## src/rtl/dds_core_pkg.sv

```systemverilog
/*
  Constants for the synthesis core: register offsets, field positions,
  reset values and timing counts.
  Assumes a single 100 MHz core clock and an AHB-Lite register bus.
*/
// Notes on behaviour
// Control bit 16 selects sine or cosine
// Output frequency equals step word over 2^32
// Step words at or above 2^31 alias
// Phase offset added before amplitude lookup
// Amplitude scaled by factor over 4096 after lookup
// Modulation updates accepted at one sixteenth rate
// Software sets then clears the calibration bit
// Calibration runs 469632 clock periods
// Sync mode adds 16 sync clock periods
// Clock source bit selects PLL or direct
// 12-bit sample delivered every clock cycle
// 32-bit accumulator adds step word each cycle
package dds_core_pkg;
  localparam logic [7:0] OFS_CONFIG_ONE = 8'h00;
  localparam logic [7:0] OFS_CONFIG_TWO = 8'h04;
  localparam logic [7:0] OFS_CONFIG_THREE = 8'h08;
  localparam logic [7:0] OFS_CONFIG_FOUR = 8'h0c;
  localparam logic [7:0] OFS_FREQ = 8'h10;
  localparam logic [7:0] OFS_PHASE = 8'h14;
  localparam logic [7:0] OFS_AMPL = 8'h18;
  localparam logic [7:0] OFS_STATUS = 8'h1c;
  localparam int SINE_SEL_BIT = 16;
  localparam int PLL_SEL_BIT = 0;
  localparam int MODUL_EN_BIT = 0;
  localparam int SYNC_EN_BIT = 1;
  localparam int DAC_CAL_BIT = 24;
  localparam int CAL_BUSY_BIT = 0;
  localparam int CAL_DONE_BIT = 1;
  localparam logic [31:0] RST_FREQ = 32'h0000_0000;
  localparam logic [15:0] RST_PHASE = 16'h0000;
  localparam logic [11:0] RST_AMPL = 12'hfff;
  localparam int CAL_PERIODS = 469632;
  localparam int SYNC_EXTRA_PERIODS = 16;
  localparam int MODUL_DIV = 16;
  localparam int LUT_BITS = 8;
endpackage

```

## src/rtl/dds_core_tuning.sv

```systemverilog
/*
  Direct digital synthesis core with AHB-Lite register slave.
  Assumes one clock CLK_I (core sample clock), a single bus master,
  and a sync input clock arriving asynchronously on a pin.
*/
module dds_core_tuning #(
  parameter int CAL_CYCLES = dds_core_pkg::CAL_PERIODS,
  parameter int SYNC_CYCLES = dds_core_pkg::SYNC_EXTRA_PERIODS
) (
  input wire logic CLK_I,
  input wire logic RST_I,
  input wire logic HSEL_I,
  input wire logic [31:0] HADDR_I,
  input wire logic [1:0] HTRANS_I,
  input wire logic HWRITE_I,
  input wire logic [2:0] HSIZE_I,
  input wire logic [31:0] HWDATA_I,
  input wire logic HREADY_I,
  output logic [31:0] HRDATA_O,
  output logic HREADYOUT_O,
  output logic HRESP_O,
  input wire logic SYNC_IN_I,
  output logic [11:0] DAC_DATA_O,
  output logic PLL_SELECT_O,
  output logic CAL_BUSY_O
);
  localparam int LB = dds_core_pkg::LUT_BITS;

  logic [31:0] config_register_one_reg;
  logic [31:0] config_register_two_reg;
  logic [31:0] config_register_three_reg;
  logic [31:0] config_register_four_reg;
  logic [31:0] freq_step_word_reg;
  logic [15:0] phase_offset_word_reg;
  logic [11:0] amplitude_scale_factor_reg;
  logic [31:0] freq_active_reg;
  logic [15:0] phase_active_reg;
  logic [11:0] ampl_active_reg;
  logic [3:0] modul_div_reg;
  logic modul_tick;
  logic wr_pend_reg;
  logic [7:0] wr_addr_reg;
  logic rd_pend_reg;
  logic [7:0] rd_addr_reg;
  logic [31:0] phase_acc_reg;
  logic [15:0] angle;
  logic [LB-1:0] lut_index;
  logic [11:0] mag;
  logic [11:0] mag_reg;
  logic neg_reg;
  logic [23:0] scaled;
  logic [11:0] signed_sample;
  logic sync_meta_reg;
  logic sync_sync_reg;
  logic sync_prev_reg;
  logic sync_rise;
  logic cal_bit_prev_reg;
  logic cal_done_reg;
  logic [31:0] cal_count_reg;
  logic [4:0] sync_count_reg;

  typedef enum logic [2:0] {
    CAL_IDLE = 3'b001,
    CAL_MAIN = 3'b010,
    CAL_SYNC = 3'b100
  } cal_state_e;
  cal_state_e cal_state_reg;

  // Quarter-wave sine magnitude, 11-bit full scale (2047)
  function automatic logic [11:0] quarter_sine(input logic [LB-1:0] idx);
    real x;
    x = $itor(idx) * 3.14159265358979 / (2.0 * (2.0 ** LB));
    return 12'($rtoi($sin(x) * 2047.0));
  endfunction

  logic [11:0] sine_lut [0:(1<<LB)-1];
  genvar g;
  generate
    for (g = 0; g < (1 << LB); g++)
    begin : g_lut
      assign sine_lut[g] = quarter_sine(LB'(g));
    end
  endgenerate

  // Bus write and read capture
  wire bus_go = HSEL_I && HREADY_I && HTRANS_I[1];
  always_ff @(posedge CLK_I or posedge RST_I)
  begin
    if (RST_I)
    begin
      wr_pend_reg <= 1'b0;
      rd_pend_reg <= 1'b0;
      wr_addr_reg <= 8'h00;
      rd_addr_reg <= 8'h00;
    end
    else
    begin
      wr_pend_reg <= bus_go && HWRITE_I;
      rd_pend_reg <= bus_go && !HWRITE_I;
      if (bus_go)
      begin
        wr_addr_reg <= HADDR_I[7:0];
        rd_addr_reg <= HADDR_I[7:0];
      end
    end
  end

  assign HREADYOUT_O = 1'b1;
  assign HRESP_O = 1'b0;

  always_ff @(posedge CLK_I or posedge RST_I)
  begin
    if (RST_I)
    begin
      config_register_one_reg <= 32'h0000_0000;
      config_register_two_reg <= 32'h0000_0000;
      config_register_three_reg <= 32'h0000_0000;
      config_register_four_reg <= 32'h0000_0000;
      freq_step_word_reg <= dds_core_pkg::RST_FREQ;
      phase_offset_word_reg <= dds_core_pkg::RST_PHASE;
      amplitude_scale_factor_reg <= dds_core_pkg::RST_AMPL;
    end
    else if (wr_pend_reg)
    begin
      case (wr_addr_reg)
        dds_core_pkg::OFS_CONFIG_ONE: config_register_one_reg <= HWDATA_I;
        dds_core_pkg::OFS_CONFIG_TWO: config_register_two_reg <= HWDATA_I;
        dds_core_pkg::OFS_CONFIG_THREE: config_register_three_reg <= HWDATA_I;
        dds_core_pkg::OFS_CONFIG_FOUR: config_register_four_reg <= HWDATA_I;
        dds_core_pkg::OFS_FREQ: freq_step_word_reg <= HWDATA_I;
        dds_core_pkg::OFS_PHASE: phase_offset_word_reg <= HWDATA_I[15:0];
        dds_core_pkg::OFS_AMPL: amplitude_scale_factor_reg <= HWDATA_I[11:0];
        default: ;
      endcase
    end
  end

  always_ff @(posedge CLK_I or posedge RST_I)
  begin
    if (RST_I)
      HRDATA_O <= 32'h0000_0000;
    else if (bus_go && !HWRITE_I)
    begin
      case (HADDR_I[7:0])
        dds_core_pkg::OFS_CONFIG_ONE: HRDATA_O <= config_register_one_reg;
        dds_core_pkg::OFS_CONFIG_TWO: HRDATA_O <= config_register_two_reg;
        dds_core_pkg::OFS_CONFIG_THREE: HRDATA_O <= config_register_three_reg;
        dds_core_pkg::OFS_CONFIG_FOUR: HRDATA_O <= config_register_four_reg;
        dds_core_pkg::OFS_FREQ: HRDATA_O <= freq_step_word_reg;
        dds_core_pkg::OFS_PHASE: HRDATA_O <= {16'h0000, phase_offset_word_reg};
        dds_core_pkg::OFS_AMPL: HRDATA_O <= {20'h00000, amplitude_scale_factor_reg};
        dds_core_pkg::OFS_STATUS: HRDATA_O <= {30'h0, cal_done_reg, cal_state_reg != CAL_IDLE};
        default: HRDATA_O <= 32'h0000_0000;
      endcase
    end
  end

  // Modulation update divider
  always_ff @(posedge CLK_I or posedge RST_I)
  begin
    if (RST_I)
      modul_div_reg <= 4'h0;
    else
      modul_div_reg <= modul_div_reg + 4'h1;
  end
  assign modul_tick = (modul_div_reg == 4'(dds_core_pkg::MODUL_DIV - 1));

  // Control words take effect directly, or every 16th cycle when modulating
  always_ff @(posedge CLK_I or posedge RST_I)
  begin
    if (RST_I)
    begin
      freq_active_reg <= dds_core_pkg::RST_FREQ;
      phase_active_reg <= dds_core_pkg::RST_PHASE;
      ampl_active_reg <= dds_core_pkg::RST_AMPL;
    end
    else if (!config_register_two_reg[dds_core_pkg::MODUL_EN_BIT] || modul_tick)
    begin
      freq_active_reg <= freq_step_word_reg;
      phase_active_reg <= phase_offset_word_reg;
      ampl_active_reg <= amplitude_scale_factor_reg;
    end
  end

  // Accumulator wraps modulo 2^32, giving both direct and aliased tones
  always_ff @(posedge CLK_I or posedge RST_I)
  begin
    if (RST_I)
      phase_acc_reg <= 32'h0000_0000;
    else
      phase_acc_reg <= phase_acc_reg + freq_active_reg;
  end

  // Phase offset and cosine quarter shift ahead of the lookup
  always_comb
  begin
    angle = phase_acc_reg[31:16] + phase_active_reg;
    if (!config_register_one_reg[dds_core_pkg::SINE_SEL_BIT])
      angle = angle + 16'h4000;
    if (angle[14])
      lut_index = ~angle[13:14-LB];
    else
      lut_index = angle[13:14-LB];
    mag = sine_lut[lut_index];
  end

  always_ff @(posedge CLK_I or posedge RST_I)
  begin
    if (RST_I)
    begin
      mag_reg <= 12'h000;
      neg_reg <= 1'b0;
    end
    else
    begin
      mag_reg <= mag;
      neg_reg <= angle[15];
    end
  end

  // Scaling after lookup; offset binary sample for the converter
  always_comb
  begin
    scaled = mag_reg * ampl_active_reg;
    signed_sample = neg_reg ? 12'h800 - {1'b0, scaled[22:12]} : 12'h800 + {1'b0, scaled[22:12]};
  end

  always_ff @(posedge CLK_I or posedge RST_I)
  begin
    if (RST_I)
      DAC_DATA_O <= 12'h800;
    else
      DAC_DATA_O <= signed_sample;
  end

  assign PLL_SELECT_O = config_register_three_reg[dds_core_pkg::PLL_SEL_BIT];

  // Sync clock edge detect after two-stage synchroniser
  always_ff @(posedge CLK_I or posedge RST_I)
  begin
    if (RST_I)
    begin
      sync_meta_reg <= 1'b0;
      sync_sync_reg <= 1'b0;
      sync_prev_reg <= 1'b0;
    end
    else
    begin
      sync_meta_reg <= SYNC_IN_I;
      sync_sync_reg <= sync_meta_reg;
      sync_prev_reg <= sync_sync_reg;
    end
  end
  assign sync_rise = sync_sync_reg && !sync_prev_reg;

  // Calibration starts on the rising edge of the calibration bit
  always_ff @(posedge CLK_I or posedge RST_I)
  begin
    if (RST_I)
    begin
      cal_bit_prev_reg <= 1'b0;
      cal_state_reg <= CAL_IDLE;
      cal_count_reg <= 32'h0;
      sync_count_reg <= 5'h0;
      cal_done_reg <= 1'b0;
    end
    else
    begin
      cal_bit_prev_reg <= config_register_four_reg[dds_core_pkg::DAC_CAL_BIT];
      case (cal_state_reg)
        CAL_IDLE:
        begin
          if (config_register_four_reg[dds_core_pkg::DAC_CAL_BIT] && !cal_bit_prev_reg)
          begin
            cal_state_reg <= CAL_MAIN;
            cal_count_reg <= 32'(CAL_CYCLES - 1);
            cal_done_reg <= 1'b0;
          end
        end
        CAL_MAIN:
        begin
          if (cal_count_reg == 32'h0)
          begin
            if (config_register_two_reg[dds_core_pkg::SYNC_EN_BIT])
            begin
              cal_state_reg <= CAL_SYNC;
              sync_count_reg <= 5'(SYNC_CYCLES);
            end
            else
            begin
              cal_state_reg <= CAL_IDLE;
              cal_done_reg <= 1'b1;
            end
          end
          else
            cal_count_reg <= cal_count_reg - 32'h1;
        end
        CAL_SYNC:
        begin
          if (sync_count_reg == 5'h0)
          begin
            cal_state_reg <= CAL_IDLE;
            cal_done_reg <= 1'b1;
          end
          else if (sync_rise)
            sync_count_reg <= sync_count_reg - 5'h1;
        end
        default: cal_state_reg <= CAL_IDLE;
      endcase
    end
  end

  assign CAL_BUSY_O = (cal_state_reg != CAL_IDLE);
endmodule // dds_core_tuning

```

## config.mk

```make
export PLATFORM = sky130hd
export DESIGN_NAME = dds_core_tuning
export DESIGN_NICKNAME = d
export VERILOG_FILES = /design/src/rtl/dds_core_pkg.sv /design/src/rtl/dds_core_tuning.sv
export SDC_FILE = /design/constraint.sdc
export NUM_CORES = 1
export LEC_CHECK = 0
export ABC_AREA = 1
export BUFFER_PORTS_ARGS = -buffer_cell sky130_fd_sc_hd__buf_4
export CORE_ASPECT_RATIO = 0.7
export CORE_UTILIZATION = 60
export DETAILED_ROUTE_END_ITERATION = 7
export GPL_ROUTABILITY_DRIVEN = 0
export PLACE_DENSITY = 0.74
export SYNTH_ARGS = -nofsm -noshare
export SYNTH_HDL_FRONTEND = slang
export SYNTH_SLANG_ARGS = --single-unit
```

## constraint.sdc

```tcl
create_clock -name CLK_I -period 16.4 [get_ports CLK_I]
set_input_delay 0.82 -clock CLK_I [delete_from_list [all_inputs] [get_ports CLK_I]]
set_output_delay 0.82 -clock CLK_I [all_outputs]
set_load 0.05 [all_outputs]
```

# After elaboration in Yosys (flattened, before gate mapping)
# Memories as Yosys holds them, arrays and structs flattened. A register that Yosys moved wholly into a read port is not among the register bits.
# Index checks and enable logic that the tools add are counted.
[op_classes]
addsub = 8
mul = 1
eq_ne = 26
muxes = 22
bitwise_logic = 2
n_reduce_logical = 29
[ops]
columns = ["operator", "count"]
rows = [
  ["$pmux 32 s8", 1],
  ["$mux 32", 2],
  ["$pmux 32 s2", 1],
  ["$eq 8x5->1 const B", 7],
  ["$add 32x32->32", 1],
  ["$eq 8x4->1 const B", 4],
  ["$logic_not 32->1", 1],
  ["$sub 32x1->32 const B", 1],
  ["$mul 12x12->23", 1],
  ["$mux 5", 4],
  ["$add 16x15->16 const B", 1],
  ["$add 16x16->16", 1],
  ["$eq 8x3->1 const B", 2],
  ["$logic_not 8->1", 2],
  ["$mux 16", 1],
  ["$ne 2x2->1 const B", 8],
  ["$reduce_and 2->1", 7],
  ["$add 12x11->12 const A", 1],
  ["$mux 12", 1],
  ["$mux 3", 4],
  ["$sub 12x11->12 const A", 1],
  ["$pmux 5 s2", 1],
  ["$reduce_and 5->1", 2],
  ["$not 8->9", 1],
  ["other kinds (19)", 32],
]
[word_totals]
ff_bits = 383
rom_bits = 3072
inputBits = 75
word_cells = 114
mem_count = 1
[mem_list]
columns = ["name", "depth", "word_bits", "rd", "rd_ports_with_merged_regs", "write_ports", "line", "source"]
rows = [
  ["(name not given)", 256, 12, 1, 1, 0, "dds_core_tuning.sv:204", "mag = sine_lut[lut_index];"],
]

# Longest topological paths before layout
[logic_depth]
depth_word = 6
mapped_depth = 29
depth_no_buf = 28

# Worst setup path before layout
# No wires, ideal clock.
[synth_timing]
kind = "register to register"
startpoint = "register ampl_active_reg[5]"
endpoint = "register DAC_DATA_O[5]"
setup_time_ns = 0.118
arrival_time_ns = 5.560
required_ns = 16.282
setup_slack_ns = 10.721
stages_incl_launch_ff = 22
period_less_slack_ns = 5.679
cell_sequence = "dfstp_2 clkbuf_1 nand2_1 fa_1 inv_1 fa_1 fa_1 fa_1 inv_1 fa_1 inv_1 ha_1 nand2_1 nor2_1 or3b_2 o21ai_0 xor2_1 nand2b_1 o21ai_0 nand2_1 xor2_1 inv_1"
[synth_via]
elab_chain_len = 3
elab_cells_between_ends = 4
[synth_lines]
columns = ["element", "line", "source"]
rows = [
  ["start, declared", "dds_core_tuning.sv:38", "logic [11:0] ampl_active_reg;"],
  ["start signal, assigned", "dds_core_tuning.sv:175", "ampl_active_reg <= dds_core_pkg::RST_AMPL;"],
  ["start signal, assigned", "dds_core_tuning.sv:181", "ampl_active_reg <= amplitude_scale_factor_reg;"],
  ["$mul 12x12->23 *", "dds_core_tuning.sv:224", "scaled = mag_reg * ampl_active_reg;"],
  ["$add 12x11->12 or $sub 12x11->12 (tied branches)", "dds_core_tuning.sv:225", "signed_sample = neg_reg ? 12'h800 - {1'b0, scaled[22:12]} : 12'h800 + {1'b0, scaled[22:12]};"],
  ["$mux 12 *", "dds_core_tuning.sv:225", ""],
  ["net signed_sample[5]", "dds_core_tuning.sv:52", "logic [11:0] signed_sample;"],
  ["end signal, assigned", "dds_core_tuning.sv:233", "DAC_DATA_O <= signed_sample;"],
  ["end, declared", "dds_core_tuning.sv:23", "output logic [11:0] DAC_DATA_O,"],
]
# Mark *: on every way through the listed nets, which the timed path passes. The rest lies on a longest branch.
# A chain may end at the register's enable or synchronous reset.

# Worst setup path in the final report
# Ends and elaborated chain as after synthesis.

==> flow_summary.json <==
{
  "outcome": "complete, no violations",
  "cts_buffers": 39,
  "antenna_found_initial": 1,
  "slowest_stage": "dfstp_2",
  "cp_slowest_stage_delay_ps": 690,
  "cts-hold-fix-buffers": 0,
  "maxSlewViolCount": 0,
  "syn-num-nets": 3409,
  "start_kind": "register",
  "yosysSeqAreaShare_pct": 39.9,
  "worst_slack_ps": 10270,
  "instances_no_fill": 3712,
  "layout-drive-gt1-share_pct": 8.44,
  "synthCells": 3123,
  "rows": 61,
  "cts_sinks": 394,
  "grt.overflow.total": 0,
  "fin_crit_sh_pct": 37.4,
  "multi_input_area_mm2": 0.0129,
  "max_slew_margin_pct": 19.8,
  "dp.cells": 3641,
  "drt_iter0_markers": 2787,
  "cts_tree": "yes",
  "setup_viol": 0,
  "die_y_um": 172,
  "cp.arrival_ps": 6550,
  "portBuffers": 92,
  "syn-cell-area_mm2": 0.0248,
  "vias": 21803,
  "grt_pass1_vias": 20904,
  "drt_pass1_iterations": 7,
  "clk_pin_slew_ps": 70,
  "grt_max_degree": 132,
  "final_cell_mix": "nand2_1 (880), inv_1 (387), dfrtp_1 (368)",
  "hold_end": "sync_sync_reg",
  "dp_hpwl_um": 46300,
  "syn_avg_cell_area_um2": 7.95,
  "hp-class": "register to register",
  "htree_levels": 2,
  "pre_cts_slack_ps": 10380,
  "async_reset_ff_share_pct": 100,
  "critical_path.max_fanout": 12,
  "hold_depth": 0,
  "synth_warnings": 0,
  "nNetsFinal": 3433,
  "final_common_cell": "nand2_1",
  "r2r_slack_ps": 10270,
  "grt_pass1_wl_um": 108000,
  "yosys_most_used_dff": "dfrtp_1",
  "start_util_pct": 61.7,
  "synth-seq-cells": 394,
  "die_x_um": 245,
  "drc": 0,
  "cts_resized": 0,
  "critPathKind": "register to register",
  "clock.fmax_mhz": 163,
  "area_growth_pct": 9.24,
  "rsz0062_at_grt": "false",
  "hold_path_startpoint": "sync_meta_reg",
  "setup_tns_ps": 0,
  "coreArea_mm2": 0.0402,
  "cp-end-kind": "register",
  "root_buffer": "clkbuf_16",
  "drv_cap": 0,
  "yosysTopAreaCell": "dfrtp_1",
  "finalHoldViolCount": 0,
  "r2r-start": "ampl_active_reg[5]",
  "cp_cell_sequence": "nand2_1 > fa_1 > inv_1 > fa_1 > fa_1 > fa_1 > inv_1 > fa_1 > inv_1 > ha_1 > nand2_1 > nor2_1 > or3b_2 > o21ai_0 > xor2_1 > nand2b_1 > o21ai_0 > nand2_1 > xor2_1 > inv_1",
  "io_pins": 123,
  "reg2reg_to": "DAC_DATA_O[5]",
  "worstPathRequired_ps": 16820,
  "clock_skew_ps": 17.9,
  "tightestPinTransition_ps": 1200,
  "synth_edf_count": 0,
  "viasPerCell": 5.87,
  "r2r_cells": 20,
  "insertion_delay_ps": 540,
  "fin_util_pct": 67.4,
  "diodes": 0,
  "antenna_left": 0,
  "synth_top_area_share_pct": 37.1,
  "register_area_mm2": 0.00989,
  "crit_top_cell": "fa_1",
  "grt.total_usage_pct": 32.1,
  "post_cts_buffers": 0,
  "die_area_mm2": 0.0422,
  "routedWlPerCell_um": 17.8,
  "finalCriticalPeriod_ps": 6130,
  "routed_wl_um": 66000,
  "synth_area_leaders": "dfrtp_1 (37%), nand2_1 (13%), fa_1 (7.3%)",
  "fillCellCount": 3300,
  "cts_buffer_depth": 3,
  "yosys.cell_types.count": 65
}
-- synth_stat cells, types with 18 or more instances --
library cell	n
a21oi_1	175
dfrtp_1	368
inv_1	388
clkbuf_1	96
nand4_1	37
nand2_1	885
dfstp_2	26
nor3_1	25
mux2_2	24
nor2_1	175
o21ai_0	317
ha_1	121
fa_1	90
a221oi_1	18
nand3_1	131
buf_2	20
xor2_1	39
-- how the worst max path moves through the flow --
stage,start,endpoint,slack (ps)
global placement,ampl_active_reg[5],DAC_DATA_O[5],10480
floorplan,RST_I,DAC_DATA_O[0],4670
detailed placement,ampl_active_reg[5],DAC_DATA_O[5],10380
finish,ampl_active_reg[5],DAC_DATA_O[5],10270
global route,mag_reg[3],DAC_DATA_O[5],9910
CTS,ampl_active_reg[5],DAC_DATA_O[5],10320
-- stage by stage --
stage	hold slack (ps)	instance area (um2)
after floorplan	331	24800
after global placement	334	25800
after detailed placement	338	25800
after CTS	355	27100
after global routing	355	27100
final	353	27100
-- area by class of cell --
class                   count  area share (%)
clock inverters            16           0.679
repair buffers            109            3.02
multi-input cells        2204            47.6
clock buffers              55            4.16
well taps                 535            2.47
inverters                 399            5.56
flip-flops and latches    394            36.5
-- cells by family after synthesis --
logic type / count (synthesis) / synth area share, %
adder cells (fa/ha/maj): 211 / 13.4
buffers and inverters: 525 / 8.19
multiplexers: 24 / 1.09
flip-flops: 394 / 39.9
XOR/XNOR: 56 / 2.10
AO/OA/AOI/OAI: 611 / 13.6
other: 2 / 0.0303
AND/OR/NAND/NOR: 1300 / 21.7
-- per-layer routing --
metal  vias up  global-route usage [%]  wire length (um)
met2      1034                    48.8             28900
met1     10469                    47.1             29600
met3       130                    6.36              6260
met4         2                    7.93              1220
li1      10168                       -                 -
met5         -                       0                13
-- critical path, delay by kind of cell (launching register included) --
family	cells	cell delay (ps)
simple gates	6	1140
compound gates	2	660
buf+inv	4	230
flops	1	690
xor+xnor	2	340
fa+ha+maj	6	2970
Power is left out: the tool's default activity adds up to more than one toggle a clock period on the data nets, which glitch-free logic cannot reach.
